[config.mk]
export PLATFORM = sky130hd
export DESIGN_NAME = trace_message_encoder
export DESIGN_NICKNAME = d
export VERILOG_FILES = /design/src/hw/trace_msg_pkg.sv /design/src/hw/trace_message_encoder.sv
export SDC_FILE = /design/constraint.sdc
export NUM_CORES = 1
export LEC_CHECK = 0
export ABC_AREA = 1
export ABC_CLOCK_PERIOD_IN_PS = 8320
export BUFFER_PORTS_ARGS = -buffer_cell sky130_fd_sc_hd__buf_2
export CAP_MARGIN = 20
export CELL_PAD_IN_SITES_DETAIL_PLACEMENT = 0
export CELL_PAD_IN_SITES_GLOBAL_PLACEMENT = 1
export CORE_MARGIN = 2
export CORE_UTILIZATION = 43
export DETAILED_ROUTE_END_ITERATION = 12
export MAX_ROUTING_LAYER = met4
export PLACE_DENSITY_LB_ADDON = 0.1
export SETUP_SLACK_MARGIN = 0.3
export SLEW_MARGIN = 40
export SYNTH_ARGS = -nofsm -noshare
export SYNTH_HDL_FRONTEND = slang
export SYNTH_SLANG_ARGS = --single-unit
[constraint.sdc]
create_clock -name clk_i -period 8.32 [get_ports clk_i]
set_input_delay 0 -clock clk_i [delete_from_list [all_inputs] [get_ports clk_i]]
set_output_delay 0 -clock clk_i [all_outputs]
set_load 0.02 [all_outputs]
[src/hw/trace_msg_pkg.sv]
package trace_msg_pkg;
    localparam int          CODE_W     = 6;
    localparam int          WORD_W     = 32;
    localparam int          NUM_SLOTS  = 4;   // transfer code plus up to three packets
    localparam int          PORT_W_DEF = 8;
    localparam int          WID_W      = 6;
    localparam int          BEAT_W     = 6;
    localparam int          SHIFT_W    = 12;

    // transfer codes
    localparam logic [5:0] TC_DEBUG_STATUS  = 6'h00;
    localparam logic [5:0] TC_PROCESS_OWNER = 6'h02;
    localparam logic [5:0] TC_DIRECT_BRANCH = 6'h03;
    localparam logic [5:0] TC_INDIRECT_BR   = 6'h04;
    localparam logic [5:0] TC_DATA_WRITE    = 6'h05;
    localparam logic [5:0] TC_DATA_READ     = 6'h06;
    localparam logic [5:0] TC_ERROR         = 6'h08;
    localparam logic [5:0] TC_FLOW_SYNC     = 6'h09;
    localparam logic [5:0] TC_DIRECT_SYNC   = 6'h0B;
    localparam logic [5:0] TC_INDIRECT_SYNC = 6'h0C;
    localparam logic [5:0] TC_WRITE_SYNC    = 6'h0D;
    localparam logic [5:0] TC_READ_SYNC     = 6'h0E;
    localparam logic [5:0] TC_WATCH_HIT     = 6'h0F;
    localparam logic [5:0] TC_RES_FULL      = 6'h1B;
    localparam logic [5:0] TC_FLOW_CORR     = 6'h21;
    localparam logic [5:0] TC_TRACE_WATCH   = 6'h38;
    localparam logic [5:0] TC_BRANCH_TARGET = 6'h39;
    localparam logic [5:0] TC_RMW_ACCESS    = 6'h3A;
    localparam logic [5:0] TC_RMW_SYNC      = 6'h3B;
    localparam logic [5:0] TC_VENDOR_EXT    = 6'h3F;

    // packet widths in bits
    localparam logic [5:0] W_CODE   = 6'h06;
    localparam logic [5:0] W_WORD   = 6'h20;
    localparam logic [5:0] W_ICNT   = 6'h08;
    localparam logic [5:0] W_EVTID  = 6'h02;
    localparam logic [5:0] W_ERROR_CODE  = 6'h05;
    localparam logic [5:0] W_NIBBLE = 6'h04;
    localparam logic [5:0] W_RDATA  = 6'h08;
    localparam logic [5:0] W_SIZE   = 6'h02;
    localparam logic [5:0] W_TYPE   = 6'h02;
    localparam logic [5:0] W_BITPOS = 6'h05;
    localparam logic [5:0] W_HIT_FIELD  = 6'h08;
    localparam logic [5:0] W_TWPHIT = 6'h02;
    localparam logic [5:0] W_NONE   = 6'h00;

    typedef enum logic [1:0] {
        ST_IDLE = 2'b01,
        ST_SEND = 2'b10
    } enc_state_t;
endpackage : trace_msg_pkg

[src/hw/trace_message_encoder.sv]
// Overview of operation
// - transfer code first, then packets in order
// - status, owner, error messages on trace port
// - direct branch: code 3, instruction count
// - code 57: count then unique target address
// - code 4: event id, count, unique address
// - code 9: count then full program counter
// - code 11: count then full address
// - code 12: event id, count, full address
// - code 27: resource code then resource data
// - code 33: event code then count
// - code 5: size, unique address, data
// - code 6: same packets as data write
// - codes 13/14: size, full address, data
// - code 58: type, bit, unique address
// - code 59: type, bit, full address
// - watch hit code 15, trace hit 56
// - reserved codes never sent, dropped instead
// - variable packets lose leading zeros; tool extends
// - every packet ends on port boundary
module trace_message_encoder #(
    parameter int PORT_W = trace_msg_pkg::PORT_W_DEF
) (
    input  wire logic                               clk_i,         // core clock
    input  wire logic                               srst_i,        // sync reset, high
    input  wire logic                               msg_valid_i,   // event request
    output logic                                    msg_ready_o,   // encoder idle
    input  wire logic [trace_msg_pkg::CODE_W-1:0]   msg_code_i,    // transfer code
    input  wire logic [trace_msg_pkg::WORD_W-1:0]   pkt1_i,        // first packet value
    input  wire logic [trace_msg_pkg::WORD_W-1:0]   pkt2_i,        // second packet value
    input  wire logic [trace_msg_pkg::WORD_W-1:0]   pkt3_i,        // third packet value
    output logic [PORT_W-1:0]                       trace_data_o,  // trace port beat
    output logic                                    trace_valid_o, // beat valid
    output logic                                    msg_start_o,   // first beat of message
    output logic                                    pkt_end_o,     // last beat of packet
    output logic                                    msg_end_o,     // last beat of message
    output logic                                    drop_o         // reserved code dropped
);
    import trace_msg_pkg::*;

    ////////////////////////////////////////////////////////////////////////////
    // message formats

    function automatic logic is_reserved(input logic [5:0] c);
        logic r;
        r = 1'b1;
        unique case (c)
            TC_DEBUG_STATUS, TC_PROCESS_OWNER, TC_DIRECT_BRANCH, TC_INDIRECT_BR,
            TC_DATA_WRITE, TC_DATA_READ, TC_ERROR, TC_FLOW_SYNC, TC_DIRECT_SYNC,
            TC_INDIRECT_SYNC, TC_WRITE_SYNC, TC_READ_SYNC, TC_WATCH_HIT, TC_RES_FULL,
            TC_FLOW_CORR, TC_TRACE_WATCH, TC_BRANCH_TARGET, TC_RMW_ACCESS,
            TC_RMW_SYNC: r = 1'b0;
            // vendor extension has no defined layout here, so it is refused too
            default: r = 1'b1;
        endcase
        return r;
    endfunction : is_reserved

    // packed as {w3,v3,w2,v2,w1,v1}; v = variable length, w = 0 means slot unused
    function automatic logic [20:0] fmt(input logic [5:0] c);
        logic [20:0] f;
        f = '0;
        unique case (c)
            TC_DEBUG_STATUS, TC_PROCESS_OWNER:
                f = {W_NONE, 1'b0, W_NONE, 1'b0, W_WORD, 1'b1};
            TC_ERROR:         f = {W_NONE, 1'b0, W_NONE, 1'b0, W_ERROR_CODE, 1'b0};
            TC_DIRECT_BRANCH: f = {W_NONE, 1'b0, W_NONE, 1'b0, W_ICNT, 1'b1};
            TC_BRANCH_TARGET: f = {W_NONE, 1'b0, W_WORD, 1'b1, W_ICNT, 1'b1};
            TC_INDIRECT_BR:   f = {W_WORD, 1'b1, W_ICNT, 1'b1, W_EVTID, 1'b0};
            TC_FLOW_SYNC:     f = {W_NONE, 1'b0, W_WORD, 1'b1, W_ICNT, 1'b1};
            TC_DIRECT_SYNC:   f = {W_NONE, 1'b0, W_WORD, 1'b1, W_ICNT, 1'b1};
            TC_INDIRECT_SYNC: f = {W_WORD, 1'b1, W_ICNT, 1'b1, W_EVTID, 1'b0};
            TC_RES_FULL:      f = {W_NONE, 1'b0, W_RDATA, 1'b0, W_NIBBLE, 1'b0};
            TC_FLOW_CORR:     f = {W_NONE, 1'b0, W_ICNT, 1'b1, W_NIBBLE, 1'b0};
            TC_DATA_WRITE:    f = {W_WORD, 1'b1, W_WORD, 1'b1, W_SIZE, 1'b0};
            TC_DATA_READ:     f = {W_WORD, 1'b1, W_WORD, 1'b1, W_SIZE, 1'b0};
            TC_WRITE_SYNC, TC_READ_SYNC:
                f = {W_WORD, 1'b1, W_WORD, 1'b1, W_SIZE, 1'b0};
            TC_RMW_ACCESS:    f = {W_WORD, 1'b1, W_BITPOS, 1'b0, W_TYPE, 1'b0};
            TC_RMW_SYNC:      f = {W_WORD, 1'b1, W_BITPOS, 1'b0, W_TYPE, 1'b0};
            TC_WATCH_HIT:     f = {W_NONE, 1'b0, W_NONE, 1'b0, W_HIT_FIELD, 1'b0};
            TC_TRACE_WATCH:   f = {W_NONE, 1'b0, W_NONE, 1'b0, W_TWPHIT, 1'b0};
            default:          f = '0;
        endcase
        return f;
    endfunction : fmt

    function automatic logic [31:0] mask_to(input logic [31:0] v, input logic [5:0] w);
        logic [31:0] m;
        m = '0;
        for (int i = 0; i < WORD_W; i++) begin
            if (i < int'(w)) begin
                m[i] = 1'b1;
            end
        end
        return v & m;
    endfunction : mask_to

    // beats needed; variable packets send only their significant bits
    function automatic logic [5:0] beats_of(input logic [31:0] v, input logic [5:0] w,
                                            input logic var_len);
        int sig;
        sig = int'(w);
        if (var_len) begin
            sig = 1;
            for (int i = 0; i < WORD_W; i++) begin
                if (v[i]) begin
                    sig = i + 1;
                end
            end
        end
        // round up so the packet ends on a port boundary
        return 6'((sig + PORT_W - 1) / PORT_W);
    endfunction : beats_of

    ////////////////////////////////////////////////////////////////////////////
    // state

    enc_state_t             state_ff, nxt_state;
    logic [WORD_W-1:0]      pkt_ff   [NUM_SLOTS];
    logic [WORD_W-1:0]      nxt_pkt  [NUM_SLOTS];
    logic [WID_W-1:0]       wid_ff   [NUM_SLOTS];
    logic [WID_W-1:0]       nxt_wid  [NUM_SLOTS];
    logic [NUM_SLOTS-1:0]   var_ff, nxt_var;
    logic [2:0]             npkt_ff, nxt_npkt;
    logic [1:0]             pidx_ff, nxt_pidx;
    logic [BEAT_W-1:0]      beat_ff, nxt_beat;
    logic [CODE_W-1:0]      code_ff, nxt_code;
    logic [PORT_W-1:0]      data_ff, nxt_data;
    logic                   valid_ff, nxt_valid;
    logic                   start_ff, nxt_start;
    logic                   pend_ff, nxt_pend;
    logic                   mend_ff, nxt_mend;
    logic                   drop_ff, nxt_drop;
    logic                   ready_ff, nxt_ready;
    logic                   accept;
    logic [20:0]            f;
    logic [BEAT_W-1:0]      nbeats;
    logic [SHIFT_W-1:0]     shamt;
    logic [WORD_W-1:0]      shifted;

    assign accept  = msg_valid_i && ready_ff;
    assign f       = fmt(msg_code_i);
    assign nbeats  = beats_of(pkt_ff[pidx_ff], wid_ff[pidx_ff], var_ff[pidx_ff]);
    assign shamt   = SHIFT_W'(beat_ff) * SHIFT_W'(PORT_W);
    assign shifted = pkt_ff[pidx_ff] >> shamt; // least significant beat first

    always_comb begin
        nxt_state = state_ff;
        nxt_pkt   = pkt_ff;
        nxt_wid   = wid_ff;
        nxt_var   = var_ff;
        nxt_npkt  = npkt_ff;
        nxt_pidx  = pidx_ff;
        nxt_beat  = beat_ff;
        nxt_code  = code_ff;
        nxt_data  = '0;
        nxt_valid = 1'b0;
        nxt_start = 1'b0;
        nxt_pend  = 1'b0;
        nxt_mend  = 1'b0;
        nxt_drop  = 1'b0;
        unique case (state_ff)
            ST_IDLE: begin
                if (accept && is_reserved(msg_code_i)) begin
                    nxt_drop = 1'b1;
                end else if (accept) begin
                    nxt_code   = msg_code_i;
                    nxt_pkt[0] = WORD_W'(msg_code_i);
                    nxt_wid[0] = W_CODE;
                    nxt_var[0] = 1'b0;
                    nxt_pkt[1] = mask_to(pkt1_i, f[6:1]);
                    nxt_wid[1] = f[6:1];
                    nxt_var[1] = f[0];
                    nxt_pkt[2] = mask_to(pkt2_i, f[13:8]);
                    nxt_wid[2] = f[13:8];
                    nxt_var[2] = f[7];
                    nxt_pkt[3] = mask_to(pkt3_i, f[20:15]);
                    nxt_wid[3] = f[20:15];
                    nxt_var[3] = f[14];
                    // count only slots the format uses
                    nxt_npkt = 3'd1 + ((f[6:1] != W_NONE) ? 3'd1 : 3'd0)
                             + ((f[13:8] != W_NONE) ? 3'd1 : 3'd0)
                             + ((f[20:15] != W_NONE) ? 3'd1 : 3'd0);
                    nxt_pidx  = '0;
                    nxt_beat  = '0;
                    nxt_state = ST_SEND;
                end
            end
            ST_SEND: begin
                nxt_data  = shifted[PORT_W-1:0];
                nxt_valid = 1'b1;
                nxt_start = (pidx_ff == 2'd0) && (beat_ff == '0);
                if (beat_ff == nbeats - 6'd1) begin
                    nxt_pend = 1'b1;
                    nxt_beat = '0;
                    if ({1'b0, pidx_ff} == npkt_ff - 3'd1) begin
                        nxt_mend  = 1'b1;
                        nxt_state = ST_IDLE;
                    end else begin
                        nxt_pidx = pidx_ff + 2'd1;
                    end
                end else begin
                    nxt_beat = beat_ff + 6'd1;
                end
            end
            default: nxt_state = ST_IDLE;
        endcase
        nxt_ready = (nxt_state == ST_IDLE);
    end

    always_ff @(posedge clk_i) begin
        if (srst_i) begin
            state_ff <= ST_IDLE;
            pkt_ff   <= '{default: '0};
            wid_ff   <= '{default: '0};
            var_ff   <= '0;
            npkt_ff  <= '0;
            pidx_ff  <= '0;
            beat_ff  <= '0;
            code_ff  <= '0;
            data_ff  <= '0;
            valid_ff <= 1'b0;
            start_ff <= 1'b0;
            pend_ff  <= 1'b0;
            mend_ff  <= 1'b0;
            drop_ff  <= 1'b0;
            ready_ff <= 1'b0;
        end else begin
            state_ff <= nxt_state;
            pkt_ff   <= nxt_pkt;
            wid_ff   <= nxt_wid;
            var_ff   <= nxt_var;
            npkt_ff  <= nxt_npkt;
            pidx_ff  <= nxt_pidx;
            beat_ff  <= nxt_beat;
            code_ff  <= nxt_code;
            data_ff  <= nxt_data;
            valid_ff <= nxt_valid;
            start_ff <= nxt_start;
            pend_ff  <= nxt_pend;
            mend_ff  <= nxt_mend;
            drop_ff  <= nxt_drop;
            ready_ff <= nxt_ready;
        end
    end

    assign msg_ready_o   = ready_ff;
    assign trace_data_o  = data_ff;
    assign trace_valid_o = valid_ff;
    assign msg_start_o   = start_ff;
    assign pkt_end_o     = pend_ff;
    assign msg_end_o     = mend_ff;
    assign drop_o        = drop_ff;

    ////////////////////////////////////////////////////////////////////////////
    // checks

    logic [2:0] pkt_cnt_ff;
    always_ff @(posedge clk_i) begin
        if (srst_i || mend_ff) begin
            pkt_cnt_ff <= '0;
        end else if (pend_ff) begin
            pkt_cnt_ff <= pkt_cnt_ff + 3'd1;
        end
    end
endmodule : trace_message_encoder

==> flow_metrics.env <==
export IMPL_hpwl_um=14410
export IMPL_drt_wl_total_um=21580
export IMPL_coreArea_um2=15830
export IMPL_first_global_vias=7046
export IMPL_setup_viol=0
export IMPL_yosys_warnings=0
export IMPL_cp_required_ns=8.64
export IMPL_netlist_area_um2=6962
export IMPL_grt_max_degree=70
export IMPL_grt_pass1_wl_um=35530
export IMPL_hold_class="in -> reg"
export IMPL_fin_crit_sh_pct=55.04
export IMPL_cts_tree="done"
export IMPL_cts_made_buffers=17
export IMPL_wire_per_inst_um=14.86
export IMPL_clkPwrFrac_pct=45.4
export IMPL_crit_type="reg -> reg"
export IMPL_fin_nets=1342
export IMPL_drtIter0Drc=558
export IMPL_cts_max_path_buffers=2
export IMPL_intPower_mw=1.281
export IMPL_via_per_inst=4.991
export IMPL_switching_power_uw=467.0
export IMPL_die_y_um=131.2
export IMPL_fin_crit_ns=4.579
export IMPL_vias=7247
export IMPL_antennaDiodeCount=0
export IMPL_finClkSkew_ns=0.007171
export IMPL_pwr_share_comb_pct=15.0
export IMPL_fillers=1569
export IMPL_critPathMaxFanout=31
export IMPL_pwr_share_seq_pct=39.6
export IMPL_firstDrtPassIters=5
export IMPL_fp_dieArea_um2=17220
export IMPL_finalPower_mw=1.748
export IMPL_grt_usage_pct=26.33
export IMPL_grt_overflow_total=0
export IMPL_syn_avg_cell_area_um2=6.765
export IMPL_tns_ns=0
export IMPL_route_detailed_drc=0
export IMPL_critical_path_slowest_cell="inv_1"
export IMPL_cts_sinks=141
export IMPL_final_max_slew_violation_count=0
export IMPL_ioPinCount=119
export IMPL_synthesis_instances=1029
export IMPL_io_buffers=118
export IMPL_die_w_um=131.2
export IMPL_hold_viol=0
export IMPL_gp_congestion=0.9006
export IMPL_clock_latency_ns=0.43
export IMPL_status="completed"
export IMPL_max_slew_margin_pct=46.73
export IMPL_rows=46
export IMPL_max_freq_mhz=218.4
export IMPL_pre_cts_slack_ns=3.790
export IMPL_maxCapViolations=0
export IMPL_powerDensity_nw_per_um2=187.5
export IMPL_power_share_switching_pct=26.72
export IMPL_crit_top_cell="nand2_1"
export IMPL_initial_core_util_pct=43.98
export IMPL_antenna_found_initial=0
export IMPL_htree_levels=4
export IMPL_tightest_slew_ns=0.7789
export IMPL_synth_seq_area_share_pct=40.55
export IMPL_path_clk_slew_ns=0.06
export IMPL_area_growth_pct=33.93
export IMPL_ys_seq_elements=141
export IMPL_worst_slack_ns=3.741
export IMPL_critPathLaunchType="flop"
export IMPL_critPathCaptureType="flop"
export IMPL_critical_path_max_stage_delay_ns=0.36
export IMPL_cts_root_buf="clkbuf_16"
export IMPL_final_antenna_net_count=0
export IMPL_ys_types=45
export IMPL_syn_num_nets=1148
export IMPL_drive_above_1_share_pct=15.61
export IMPL_post_cts_resized=0
export IMPL_worstPathArrival_ns=4.90
export IMPL_peakVddDrop_mv=0.1574
export IMPL_p_leak_nw=3.993
export IMPL_rsz0062_at_grt="no"
## cell usage after synthesis (all sizes together)
library cell    n  area (um2)
clkinv          1       5.000
nand4           8       50.05
o311ai          1       8.760
a2111oi         1       8.760
nor4            2       12.51
clkbuf         33       123.9
o31ai           1       7.510
a22oi          23       172.7
a221oi          1       8.760
a31oi          11       68.82
xor2            7       61.31
or4             1       7.510
dfxtp         141        2823
o21a            7       52.55
and2            3       18.77
o22ai           2       12.51
inv            83       314.1
or2            18       112.6
a32oi           5       51.30
xnor2           1       8.760
o21ai          43       215.2
a41oi           1       8.760
nor3            6       30.03
or3             1       6.260
nand3b          1       7.510
ha             14       175.2
nor2           79       309.0
o211ai          8       60.06
buf            21       108.9
a21oi         124       620.6
nand2         358        1361
nand3          23       130.1
## state kept, by name (all words and copies together), names as in the netlist
name and count:
trace_valid_o 1, trace_data_o 8, npkt_ff 3, msg_ready_o 1, wid_ff 9, drop_o 1, pkt_ff 102, pkt_end_o 1
msg_start_o 1, pidx_ff 2, state_ff 2, var_ff 3, beat_ff 6, msg_end_o 1
## worst max-delay path, delay by kind of cell, from the launching register on
kind	cells	cell delay, ns
flip-flops	1	0.31
AND/OR/NAND/NOR	42	2.76
adder cells (fa/ha/maj)	1	0.31
buffers and inverters	4	0.84
XOR/XNOR	1	0.17
AO/OA/AOI/OAI	1	0.09
## per-stage QoR
stage / cell area [um2] / instances / hold WS [ns] / utilization (%)
final: 9324 / 1452 / 0.02565 / 58.91
after global routing: 9324 / 1452 / 0.04021 / 58.91
after CTS: 9324 / 1452 / 0.02718 / 58.91
after detailed placement: 7666 / 1316 / 0.2419 / 48.43
after global placement: 7655 / 1316 / 0.2351 / 48.36
after floorplan: 6962 / 1029 / 0.09448 / -
## path summary, 6_finish.rpt
path / startpoint / end / slack, ns / cells past startpoint
max: pidx_ff[1]$_SDFFE_PP0P_ / pidx_ff[1]$_SDFFE_PP0P_ / 3.74 / 49
min: srst_i / pkt_ff[87]$_SDFFE_PP0P_ / 0.03 / 2
max reg2reg: pidx_ff[1]$_SDFFE_PP0P_ / pidx_ff[1]$_SDFFE_PP0P_ / 3.74 / 49
min reg2reg: pkt_ff[96]$_SDFFE_PP0P_ / pkt_ff[96]$_SDFFE_PP0P_ / 0.46 / 2
## per-layer routing
| layer | vias up | GRT usage, % | wire length (um) |
|---|---|---|---|
| met5 | - | - | 0 |
| met4 | 0 | 8.816 | 491 |
| met3 | 32 | 4.475 | 807 |
| met2 | 150 | 42.92 | 10200 |
| met1 | 3339 | 33.29 | 10080 |
| li1 | 3726 | - | - |
## layout by cell type (no fill, tap or decap), types with 4 or more instances in the layout
cell / netlist / final
a21oi_1: 124 / 124
a22oi_1: 23 / 23
a31oi_1: 11 / 11
a32oi_1: 4 / 4
buf_2: 9 / 117
buf_4: 1 / 8
clkbuf_16: 0 / 17
clkinvlp_4: 0 / 4
dfxtp_1: 141 / 141
dlygate4sd3_1: 0 / 104
ha_1: 14 / 14
inv_1: 81 / 81
nand2_1: 351 / 350
nand2_2: 7 / 7
nand3_1: 20 / 20
nand4_1: 8 / 8
nor2_1: 76 / 75
nor3_1: 6 / 5
o211ai_1: 8 / 8
o21a_1: 7 / 7
o21ai_0: 38 / 38
o21ai_1: 5 / 5
or2_2: 16 / 16
xor2_1: 7 / 7
## timing repair
action / in CTS / in global routing
hold buffers: 104 / 0
hold endpoints to repair: 103 / 0
buffers inserted: 0 / 0
## kinds of logic (layout without fill, tap and decap cells)
group                    after synthesis  in the layout  share of synthesized area [%]
flip-flops                           141            141                          40.55
AO/OA/AOI/OAI                        228            228                          18.62
XOR/XNOR                               8              8                          1.007
buffers and inverters                138            345                          7.926
adder cells (fa/ha/maj)               14             14                          2.516
AND/OR/NAND/NOR                      500            500                          29.39
## power by group through the flow
stage	registers [mW]	clock network, mW	logic [mW]
6_report	0.692	0.794	0.263
5_1_grt	0.693	0.832	0.297
4_1_cts	0.692	0.801	0.262
3_5_place_dp	0.706	0	0.225
3_3_place_gp	0.706	0	0.226
2_1_floorplan	0.703	0	0.156
## area by class of cell
type | instances | area, um2 | share of cell area [%]
Tap cell | 216 | 270.3 | 2.899
Clock inverter | 12 | 160.2 | 1.718
Timing Repair Buffer | 229 | 1687 | 18.09
Inverter | 84 | 319.1 | 3.422
Clock buffer | 20 | 456.7 | 4.898
Multi-Input combinational cell | 750 | 3608 | 38.70
Sequential cell | 141 | 2823 | 30.27
Note: power is estimated with default switching activity, not from simulation.
